--- src/hdl/ssf_pkg.sv ---
// package: register map, fields and timing for the system status flag bank
package ssf_pkg;

  localparam logic [11:0] OFF_STATUS    = 12'h000;
  localparam logic [11:0] OFF_CONTROL   = 12'h004;
  localparam logic [11:0] OFF_IRQ_STAT  = 12'h008;
  localparam logic [11:0] OFF_IRQ_EN    = 12'h00C;
  localparam logic [11:0] OFF_IRQ_CLR   = 12'h010;
  localparam logic [11:0] OFF_CLK_WORD0 = 12'h020;
  localparam logic [11:0] OFF_CLK_WORD1 = 12'h024;
  localparam logic [11:0] OFF_CLK_WORD2 = 12'h028;
  localparam logic [11:0] OFF_CLK_WORD3 = 12'h02C;

  // status register bit positions
  localparam int BIT_FUSE      = 0;
  localparam int BIT_PWR_DOWN  = 1;
  localparam int BIT_BAT_LIVE  = 2;
  localparam int BIT_BAT_LATCH = 3;
  localparam int BIT_SELFCHK   = 4;
  localparam int BIT_DIAG      = 5;
  localparam int BIT_CLK_ERR   = 6;
  localparam int NUM_EVENTS    = 7;

  // control register bit positions
  localparam int BIT_CLK_WRITE = 0;
  localparam int BIT_CLK_READ  = 1;
  localparam int BIT_BAT_USE   = 2;
  localparam int BIT_SUPPLY_DC = 3;

  localparam logic [31:0] ZERO_WORD = 32'h0000_0000;
  localparam logic [15:0] ZERO_HALF = 16'h0000;
  localparam logic [3:0]  BCD_MAX   = 4'h9;

  // interruption windows per supply type
  localparam int  CLK_PERIOD_PS = 4000;
  localparam int  AC_WINDOW_MS  = 20;
  localparam int  DC_WINDOW_MS  = 10;
  localparam longint AC_CYCLES_L =
    (64'(AC_WINDOW_MS) * 64'd1000000000) / 64'(CLK_PERIOD_PS);
  localparam longint DC_CYCLES_L =
    (64'(DC_WINDOW_MS) * 64'd1000000000) / 64'(CLK_PERIOD_PS);
  localparam logic [23:0] AC_CYCLES = 24'(AC_CYCLES_L);
  localparam logic [23:0] DC_CYCLES = 24'(DC_CYCLES_L);
  localparam logic [23:0] ONE_CYCLE = 24'h00_0001;

  // raw fault inputs travelling together
  typedef struct packed {
    logic fuse_blown;
    logic supply_lost;
    logic battery_low;
    logic selfcheck_err;
    logic diag_err;
  } ssf_fault_type;

  // one pass of the main processing loop sees these requests
  typedef struct packed {
    logic write_req;
    logic read_req;
  } ssf_req_type;

  typedef enum logic [1:0] {
    PD_IDLE,
    PD_LOST,
    PD_DONE
  } ssf_pd_state_type;

endpackage

--- src/hdl/ssf_sticky.sv ---
// sticky event bit: set wins over clear
`timescale 1ns/1ns
`default_nettype none
module ssf_sticky (
  input  wire logic hclk,
  input  wire logic hresetn,
  input  wire logic set_in,
  input  wire logic clr_in,
  output logic      flag_q
);

  logic flag_d;

  assign flag_d = set_in | (flag_q & ~clr_in);

  always_ff @(posedge hclk or negedge hresetn) begin
    if (!hresetn) begin
      flag_q <= 1'b0;
    end else begin
      flag_q <= flag_d;
    end
  end

endmodule
`default_nettype wire

--- src/hdl/ssf_flag_bank.sv ---
// system status flag bank with AHB-Lite register access
//
// Register access over AHB-Lite and the register addresses are this design's own decisions.
`timescale 1ns/1ns
`default_nettype none
// Operation
// - a blown output-module fuse sets the fuse flag, which stays set.
// - on AC supply, an interruption under 20 ms sets the power-down flag.
// - on DC supply, an interruption under 10 ms sets the power-down flag.
// - the live battery-low flag follows the battery condition.
// - the latched battery-low flag sets on low battery and stays set.
// - battery flags update only while external battery use is enabled.
// - the battery indicator output follows the latched battery-low flag state.
// - a self-diagnosis error sets a flag that stays set.
// - a diagnosis error sets a flag that stays set.
// - a rising edge of the write request copies the four words out.
// - invalid words on a write request set the clock data error flag.
// - while read request is high the current BCD time loads the words.
module ssf_flag_bank (
  input  wire logic                   hclk,
  input  wire logic                   hresetn,
  input  wire logic                   hsel,
  input  wire logic [31:0]            haddr,
  input  wire logic [1:0]             htrans,
  input  wire logic                   hwrite,
  input  wire logic [2:0]             hsize,
  input  wire logic [31:0]            hwdata,
  input  wire logic                   hready,
  output logic      [31:0]            hrdata,
  output logic                        hreadyout,
  output logic                        hresp,
  input  wire ssf_pkg::ssf_fault_type faults,
  input  wire logic                   pass_tick,
  input  wire logic [31:0]            rtc_time_bcd,
  output logic      [31:0]            rtc_set_time,
  output logic                        rtc_set_strobe,
  output logic                        battery_indicator,
  output logic                        irq
);

  // bus address phase capture
  logic        wr_pend_q;
  logic [11:0] wr_addr_q;
  logic        rd_pend_q;
  logic [11:0] rd_addr_q;
  logic        addr_ok;

  assign addr_ok   = hsel & hready & htrans[1];
  // every register answers at once: no wait states
  assign hreadyout = 1'b1;
  assign hresp     = 1'b0;

  always_ff @(posedge hclk or negedge hresetn) begin
    if (!hresetn) begin
      wr_pend_q <= 1'b0;
      rd_pend_q <= 1'b0;
      wr_addr_q <= 12'h000;
      rd_addr_q <= 12'h000;
    end else begin
      wr_pend_q <= addr_ok & hwrite;
      rd_pend_q <= addr_ok & ~hwrite;
      wr_addr_q <= haddr[11:0];
      rd_addr_q <= haddr[11:0];
    end
  end

  // write decode in the data phase
  wire wr_ctrl  = wr_pend_q && (wr_addr_q == ssf_pkg::OFF_CONTROL);
  wire wr_en    = wr_pend_q && (wr_addr_q == ssf_pkg::OFF_IRQ_EN);
  wire wr_clr   = wr_pend_q && (wr_addr_q == ssf_pkg::OFF_IRQ_CLR);
  wire wr_word0 = wr_pend_q && (wr_addr_q == ssf_pkg::OFF_CLK_WORD0);
  wire wr_word1 = wr_pend_q && (wr_addr_q == ssf_pkg::OFF_CLK_WORD1);
  wire wr_word2 = wr_pend_q && (wr_addr_q == ssf_pkg::OFF_CLK_WORD2);
  wire wr_word3 = wr_pend_q && (wr_addr_q == ssf_pkg::OFF_CLK_WORD3);

  // control register: request bits, battery use, supply type
  logic [3:0] ctrl_q;
  logic [3:0] ctrl_d;
  assign ctrl_d = wr_ctrl ? hwdata[3:0] : ctrl_q;

  always_ff @(posedge hclk or negedge hresetn) begin
    if (!hresetn) begin
      ctrl_q <= 4'h0;
    end else begin
      ctrl_q <= ctrl_d;
    end
  end

  wire bat_use   = ctrl_q[ssf_pkg::BIT_BAT_USE];
  wire supply_dc = ctrl_q[ssf_pkg::BIT_SUPPLY_DC];

  // request sampling per main pass
  // edge shows one pass after its sample: a set takes two passes
  ssf_pkg::ssf_req_type req_q;
  ssf_pkg::ssf_req_type req_prev_q;
  ssf_pkg::ssf_req_type req_d;
  ssf_pkg::ssf_req_type prev_d;

  assign req_d.write_req = pass_tick ? ctrl_q[ssf_pkg::BIT_CLK_WRITE]
                                     : req_q.write_req;
  assign req_d.read_req  = pass_tick ? ctrl_q[ssf_pkg::BIT_CLK_READ]
                                     : req_q.read_req;
  assign prev_d          = pass_tick ? req_q : req_prev_q;

  always_ff @(posedge hclk or negedge hresetn) begin
    if (!hresetn) begin
      req_q      <= '0;
      req_prev_q <= '0;
    end else begin
      req_q      <= req_d;
      req_prev_q <= prev_d;
    end
  end

  // one pulse per off-to-on of the sampled write request
  logic wr_edge_q;
  wire  wr_edge = pass_tick & req_q.write_req & ~req_prev_q.write_req;

  always_ff @(posedge hclk or negedge hresetn) begin
    if (!hresetn) begin
      wr_edge_q <= 1'b0;
    end else begin
      wr_edge_q <= wr_edge;
    end
  end

  // four clock data words, 16 bits each, only the low byte of each used
  logic [15:0] word0_q;
  logic [15:0] word1_q;
  logic [15:0] word2_q;
  logic [15:0] word3_q;
  wire         rd_load = pass_tick & req_q.read_req;

  always_ff @(posedge hclk or negedge hresetn) begin
    if (!hresetn) begin
      word0_q <= ssf_pkg::ZERO_HALF;
      word1_q <= ssf_pkg::ZERO_HALF;
      word2_q <= ssf_pkg::ZERO_HALF;
      word3_q <= ssf_pkg::ZERO_HALF;
    end else if (rd_load) begin
      // read request wins: the words mirror the clock element
      word0_q <= rtc_time_bcd[7:0] == 8'h00 ? ssf_pkg::ZERO_HALF
                                            : {8'h00, rtc_time_bcd[7:0]};
      word1_q <= {8'h00, rtc_time_bcd[15:8]};
      word2_q <= {8'h00, rtc_time_bcd[23:16]};
      word3_q <= {8'h00, rtc_time_bcd[31:24]};
    end else begin
      if (wr_word0) word0_q <= hwdata[15:0];
      if (wr_word1) word1_q <= hwdata[15:0];
      if (wr_word2) word2_q <= hwdata[15:0];
      if (wr_word3) word3_q <= hwdata[15:0];
    end
  end

  // every nibble of the low bytes must be a BCD digit
  logic [31:0] set_word;
  logic        bcd_bad;
  assign set_word = {word3_q[7:0], word2_q[7:0], word1_q[7:0], word0_q[7:0]};

  always_comb begin
    bcd_bad = 1'b0;
    for (int i = 0; i < 8; i++) begin
      if (set_word[i*4 +: 4] > ssf_pkg::BCD_MAX) bcd_bad = 1'b1;
    end
  end

  // clock element write: the set time loads any data; only valid data is strobed
  // bad data blocks the strobe so the clock keeps its old time
  logic [31:0] set_time_q;
  logic        set_strobe_q;
  logic        clk_err_q;

  always_ff @(posedge hclk or negedge hresetn) begin
    if (!hresetn) begin
      set_time_q   <= ssf_pkg::ZERO_WORD;
      set_strobe_q <= 1'b0;
      clk_err_q    <= 1'b0;
    end else begin
      set_strobe_q <= wr_edge_q & ~bcd_bad;
      if (wr_edge_q) begin
        set_time_q <= set_word;
        clk_err_q  <= bcd_bad;
      end
    end
  end

  assign rtc_set_time   = set_time_q;
  assign rtc_set_strobe = set_strobe_q;

  // power-down: measure the loss; a short one is a momentary interruption
  // counter stops at the limit, so a long outage cannot wrap round
  ssf_pkg::ssf_pd_state_type pd_state_q;
  ssf_pkg::ssf_pd_state_type pd_state_d;
  logic [23:0]               pd_cnt_q;
  logic [23:0]               pd_cnt_d;
  logic                      pd_flag_q;
  logic                      pd_set;
  wire  [23:0]               pd_limit = supply_dc ? ssf_pkg::DC_CYCLES
                                                  : ssf_pkg::AC_CYCLES;

  always_comb begin
    pd_state_d = pd_state_q;
    pd_cnt_d   = pd_cnt_q;
    pd_set     = 1'b0;
    case (pd_state_q)
      ssf_pkg::PD_IDLE: begin
        if (faults.supply_lost) begin
          pd_state_d = ssf_pkg::PD_LOST;
          pd_cnt_d   = ssf_pkg::ONE_CYCLE;
        end
      end
      ssf_pkg::PD_LOST: begin
        if (!faults.supply_lost) begin
          pd_set     = pd_cnt_q < pd_limit;
          pd_state_d = ssf_pkg::PD_IDLE;
        end else if (pd_cnt_q >= pd_limit) begin
          // a longer loss is a real power-off, not a momentary dip
          pd_state_d = ssf_pkg::PD_DONE;
        end else begin
          pd_cnt_d = pd_cnt_q + ssf_pkg::ONE_CYCLE;
        end
      end
      default: begin
        if (!faults.supply_lost) pd_state_d = ssf_pkg::PD_IDLE;
      end
    endcase
  end

  always_ff @(posedge hclk or negedge hresetn) begin
    if (!hresetn) begin
      pd_state_q <= ssf_pkg::PD_IDLE;
      pd_cnt_q   <= 24'h00_0000;
      pd_flag_q  <= 1'b0;
    end else begin
      pd_state_q <= pd_state_d;
      pd_cnt_q   <= pd_cnt_d;
      // only a power cycle (hresetn) clears it
      if (pd_set) pd_flag_q <= 1'b1;
    end
  end

  // battery flags, gated by the battery use setting
  // with battery use off both flags keep their last value
  logic bat_live_q;
  logic bat_latch_q;
  logic fuse_q;
  logic selfchk_q;
  logic diag_q;

  always_ff @(posedge hclk or negedge hresetn) begin
    if (!hresetn) begin
      bat_live_q  <= 1'b0;
      bat_latch_q <= 1'b0;
      fuse_q      <= 1'b0;
      selfchk_q   <= 1'b0;
      diag_q      <= 1'b0;
    end else begin
      if (bat_use) begin
        bat_live_q <= faults.battery_low;
        if (faults.battery_low) bat_latch_q <= 1'b1;
      end
      if (faults.fuse_blown) fuse_q <= 1'b1;
      if (faults.selfcheck_err) selfchk_q <= 1'b1;
      if (faults.diag_err) diag_q <= 1'b1;
    end
  end

  assign battery_indicator = bat_live_q | bat_latch_q;

  // status word
  logic [ssf_pkg::NUM_EVENTS-1:0] status;
  assign status[ssf_pkg::BIT_FUSE]      = fuse_q;
  assign status[ssf_pkg::BIT_PWR_DOWN]  = pd_flag_q;
  assign status[ssf_pkg::BIT_BAT_LIVE]  = bat_live_q;
  assign status[ssf_pkg::BIT_BAT_LATCH] = bat_latch_q;
  assign status[ssf_pkg::BIT_SELFCHK]   = selfchk_q;
  assign status[ssf_pkg::BIT_DIAG]      = diag_q;
  assign status[ssf_pkg::BIT_CLK_ERR]   = clk_err_q;

  // interrupt events: rising edge of each flag
  // edge-based: a flag that stays high raises its event only once
  logic [ssf_pkg::NUM_EVENTS-1:0] status_prev_q;
  logic [ssf_pkg::NUM_EVENTS-1:0] irq_stat_q;
  logic [ssf_pkg::NUM_EVENTS-1:0] irq_en_q;
  wire  [ssf_pkg::NUM_EVENTS-1:0] ev = status & ~status_prev_q;

  always_ff @(posedge hclk or negedge hresetn) begin
    if (!hresetn) begin
      status_prev_q <= '0;
      irq_en_q      <= '0;
    end else begin
      status_prev_q <= status;
      if (wr_en) irq_en_q <= hwdata[ssf_pkg::NUM_EVENTS-1:0];
    end
  end

  // set wins over clear, so an event in the clear cycle is kept
  genvar g;
  generate
    for (g = 0; g < ssf_pkg::NUM_EVENTS; g++) begin : g_evt
      ssf_sticky u_sticky (
        .hclk    (hclk),
        .hresetn (hresetn),
        .set_in  (ev[g]),
        .clr_in  (wr_clr & hwdata[g]),
        .flag_q  (irq_stat_q[g])
      );
    end
  endgenerate

  assign irq = |(irq_stat_q & irq_en_q);

  // read mux; unmapped addresses read zero
  logic [31:0] rd_d;

  always_comb begin
    if (rd_addr_q == ssf_pkg::OFF_STATUS) begin
      rd_d = {25'h0, status};
    end else if (rd_addr_q == ssf_pkg::OFF_CONTROL) begin
      rd_d = {28'h0, ctrl_q};
    end else if (rd_addr_q == ssf_pkg::OFF_IRQ_STAT) begin
      rd_d = {25'h0, irq_stat_q};
    end else if (rd_addr_q == ssf_pkg::OFF_IRQ_EN) begin
      rd_d = {25'h0, irq_en_q};
    end else if (rd_addr_q == ssf_pkg::OFF_CLK_WORD0) begin
      rd_d = {16'h0, word0_q};
    end else if (rd_addr_q == ssf_pkg::OFF_CLK_WORD1) begin
      rd_d = {16'h0, word1_q};
    end else if (rd_addr_q == ssf_pkg::OFF_CLK_WORD2) begin
      rd_d = {16'h0, word2_q};
    end else if (rd_addr_q == ssf_pkg::OFF_CLK_WORD3) begin
      rd_d = {16'h0, word3_q};
    end else begin
      rd_d = ssf_pkg::ZERO_WORD;
    end
  end

  // zero-wait read: data valid in the data phase cycle
  // a mux of registers, gated so idle cycles show zero
  assign hrdata = rd_pend_q ? rd_d : ssf_pkg::ZERO_WORD;

endmodule
`default_nettype wire

--- config.mk ---
export PLATFORM = sky130hd
export DESIGN_NAME = ssf_flag_bank
export DESIGN_NICKNAME = d
export VERILOG_FILES = /design/src/hdl/ssf_pkg.sv /design/src/hdl/ssf_sticky.sv /design/src/hdl/ssf_flag_bank.sv
export SDC_FILE = /design/constraint.sdc
export NUM_CORES = 1
export LEC_CHECK = 0
export CAP_MARGIN = 20
export CORE_MARGIN = 1.5
export CORE_UTILIZATION = 69
export CTS_CLUSTER_DIAMETER = 40
export DETAILED_ROUTE_END_ITERATION = 7
export DONT_BUFFER_PORTS = 1
export GPL_ROUTABILITY_DRIVEN = 1
export GPL_TIMING_DRIVEN = 0
export PLACE_DENSITY_LB_ADDON = 0.12
export SLEW_MARGIN = 40
export SYNTH_ARGS = -nofsm -noshare
export SYNTH_HDL_FRONTEND = slang
export SYNTH_SLANG_ARGS = --single-unit
--- constraint.sdc ---
create_clock -name hclk -period 6.8 [get_ports hclk]
set_input_delay 0.34 -clock hclk [delete_from_list [all_inputs] [get_ports hclk]]
set_output_delay 0.34 -clock hclk [all_outputs]
set_load 0.1 [all_outputs]
==> results.toml <==
[outcome]
status = "complete, no violations"

[floorplanning]
die_x_um = 114.5
dieArea_um2 = 13110
fp-row-count = 40
dieHeight_um = 114.5
num_io_pins = 181
start_util_pct = 71.10
fp.coreArea_um2 = 12060

[synth]
yosys.area.top_type_share_pct = 50.48
yosysTopAreaCell = "dfrtp_1"
netlist-cell-type-count = 62
synthTopCellsByCount = "dfrtp_1 (173), nand2_1 (131), a21oi_1 (56)"
synth_cells = 812
yosysWarnings = 0
syn_area_um2 = 8576
yosysMostFrequentCell = "dfrtp_1"
synth_seq_cells = 173
synth_edf_count = 0
synth-seq-area-share_pct = 50.48
yosys-top-cells-area = "dfrtp_1 (50%), mux2_2 (7.2%), nand2_1 (5.7%)"
syn_area_per_cell_um2 = 10.56
ys_dominant_reg_cell = "dfrtp_1"
async_flop_share_pct = 100.0

[final_layout]
multi_input_area_um2 = 4041
fin_nets = 991
antennaDiodeCount = 0
syn_to_final_growth_pct = 14.68
final_area_um2 = 9834
seqCellArea_um2 = 4368
layout-drive-gt1-share_pct = 23.01
fill_cells = 714
stdcell_count = 1046

[sta]
tightest_slew_ns = 0.9046
final-setup-viol-count = 0
whs_ns = 0.01662
fin_ws_ns = 3.225
fin_skew_ns = 0.009327
tns_ns = 0
rsz0062_at_grt = "no"
max_freq_mhz = 279.7
fin_crit_ns = 3.575
drv_slew = 0
hold_violations = 0
post-route-period-util_pct = 52.58
relSlewSlack_pct = 39.69

[critical_path]
arrival_ns = 3.24
max_stage_delay_ns = 0.71
crit_family = "simple AND/OR/NAND/NOR gates"
crit_chain = "or4_1, buf_4, nor4_4, a22oi_1, a21oi_4"
crit_fanout = 10
critPathBufInv = 1
critPathKind = "flop to output port"
cp-start-kind = "flop"
crit_required_ns = 6.46
r2r_start = "ctrl_q[3]"
worstSetupStartpoint = "rd_addr_q[9]"
crit_path_top_delay_cell = "nor4_4"
cp-end-kind = "output port"

[place]
placed_cells = 997
dpl_cell_area_um2 = 9027
place_ws_ns = 3.498
dp_hpwl_mm = 16.15
port_buffers = 0
place_congestion = 0.9137

[clock_tree]
clock_sinks = 173
path_clk_slew_ns = 0.06
insertion_delay_ns = 0.43
cts_buffers = 17
cts_root_buffer = "clkbuf_16"
cts_buffer_depth = 2
htreeDepth = 4
cts_tree = "yes"
cts_resized = 0

[routing]
first_pass_iters = 6
drtAntennaViolNets = 0
post-route-drc-count = 0
avgViaCountPerCell = 6.641
num_vias = 6946
wirelength_mm = 23.81
wl_per_cell_um = 22.76
drtIter0Drc = 768

[pwr]
p_per_area_nw_per_um2 = 315.7
peakVddDrop_mv = 0.2037
p_leak_nw = 4.322

[run]
cap_viol_max_count = 0

[grt]
grt_max_degree = 174
grt_pass1_vias = 7076
overflow = 0
antenna_found_initial = 0
grt_use_total_pct = 37.16
grt_pass1_wl_mm = 36.90

[hold_path]
hp-start = "faults[4]"
min_path_type = "primary input to flop"
[sequential cells by signal, indices dropped and copies added, names as in the netlist, 2 cells and up]
register / flops
pd_state_q: 2
ctrl_q: 4
status_prev_q: 7
word0_q: 16
pd_cnt_q: 24
rd_addr_q: 12
g_evt.u_sticky.flag_q: 7
word1_q: 16
req_q: 2
word3_q: 16
rtc_set_time: 32
irq_en_q: 7
word2_q: 16
[area by class of cell]
class / count / area share, %
Sequential cell: 173 / 44.41
Multi-Input combinational cell: 573 / 41.09
Clock buffer: 19 / 4.504
Buffer: 67 / 3.740
Timing Repair Buffer: 18 / 2.366
Tap cell: 168 / 2.137
Clock inverter: 13 / 1.170
Inverter: 15 / 0.5725
[report_power, final]
group          switching, mW  leakage [nW]  total, mW  internal [mW]
Sequential             0.672          2.11       1.84           1.16
Clock                  0.417         0.272      0.933          0.516
Combinational          0.193          1.94      0.335          0.142
Total                   1.28          4.32       3.10           1.82
[layer usage]
| metal | share of wire [%] | vias to the layer above | wire length [µm] | track usage, % |
|---|---|---|---|---|
| li1 | - | 3018 | - | - |
| met1 | 38 | 3443 | 8968 | 46.65 |
| met4 | 3.4 | 0 | 808 | 17.08 |
| met2 | 49 | 405 | 11650 | 60.48 |
| met5 | 0 | - | 0 | 0 |
| met3 | 10 | 80 | 2383 | 9.952 |
[worst register-to-register path: stages, from the launching register on]
cell and delay [ns]:
dfrtp_1 0.62, inv_1 0.27, ha_1 0.36, or3b_1 0.38
nor4_1 0.47, and3_1 0.30, buf_2 0.25, buf_2 0.33
nor4_1 0.13, o21a_1 0.19
[path summary, 6_finish.rpt]
| path | slack [ns] | endpoint | cells past startpoint |
|---|---|---|---|
| worst max-delay path | 3.22 | hrdata[13] | 5 |
| min in group asynchronous | 0.52 | word3_q[7] | 2 |
| worst min register to register | 0.38 | status_prev_q[1] | 0 |
| worst max register to register | 3.41 | pd_cnt_q[23] | 9 |
| worst min-delay path | 0.02 | fuse_q | 1 |
| max in group asynchronous | 5.50 | rtc_set_time[8] | 3 |
[metrics by stage]
step | power (mW) | utilization (%)
after CTS | 3.078 | 80.94
after global routing | 3.189 | 81.54
after detailed placement | 2.129 | 74.84
after global placement | 2.103 | 73.34
after floorplan | 2.036 | -
final | 3.105 | 81.54
[what timing repair did]
action	4_1_cts	5_1_grt
setup buffers	0	0
hold buffers	16	0
hold endpoints to repair	187	0
[cell usage in the layout (no fill, tap or decap), types with 4 or more instances in the layout]
master and instances:
buf_2 15, mux2i_1 38, clkinv_2 5, or4_1 11
mux2_2 55, mux4_2 7, and3_1 12, and2_1 7
nand3_1 21, nor3_1 7, o21ai_1 6, or2_2 5
clkbuf_1 27, nand2b_1 8, a22oi_1 19, nand2_1 130
o21ai_0 47, nor2_1 14, o31ai_1 10, inv_1 15
dfrtp_1 142, conb_1 18, o41ai_1 4, a22o_1 7
dfrtp_2 31, nor4_4 4, ha_1 14, a21oi_1 46
buf_4 20, dlygate4sd3_1 15, nand4b_1 4, clkbuf_16 17
a21oi_4 10, nand4_1 4, nor4_1 8
[cells by family (layout without fill, tap and decap cells)]
group,after synthesis,count (layout),synth area share [%]
compound gates,182,182,13.31
flops,173,173,50.48
mux,100,100,13.50
other cells,2,18,0.08757
simple gates,259,259,15.64
buf+inv,82,132,4.946
fa+ha+maj,14,14,2.043
(Power assumes the default switching activity.)
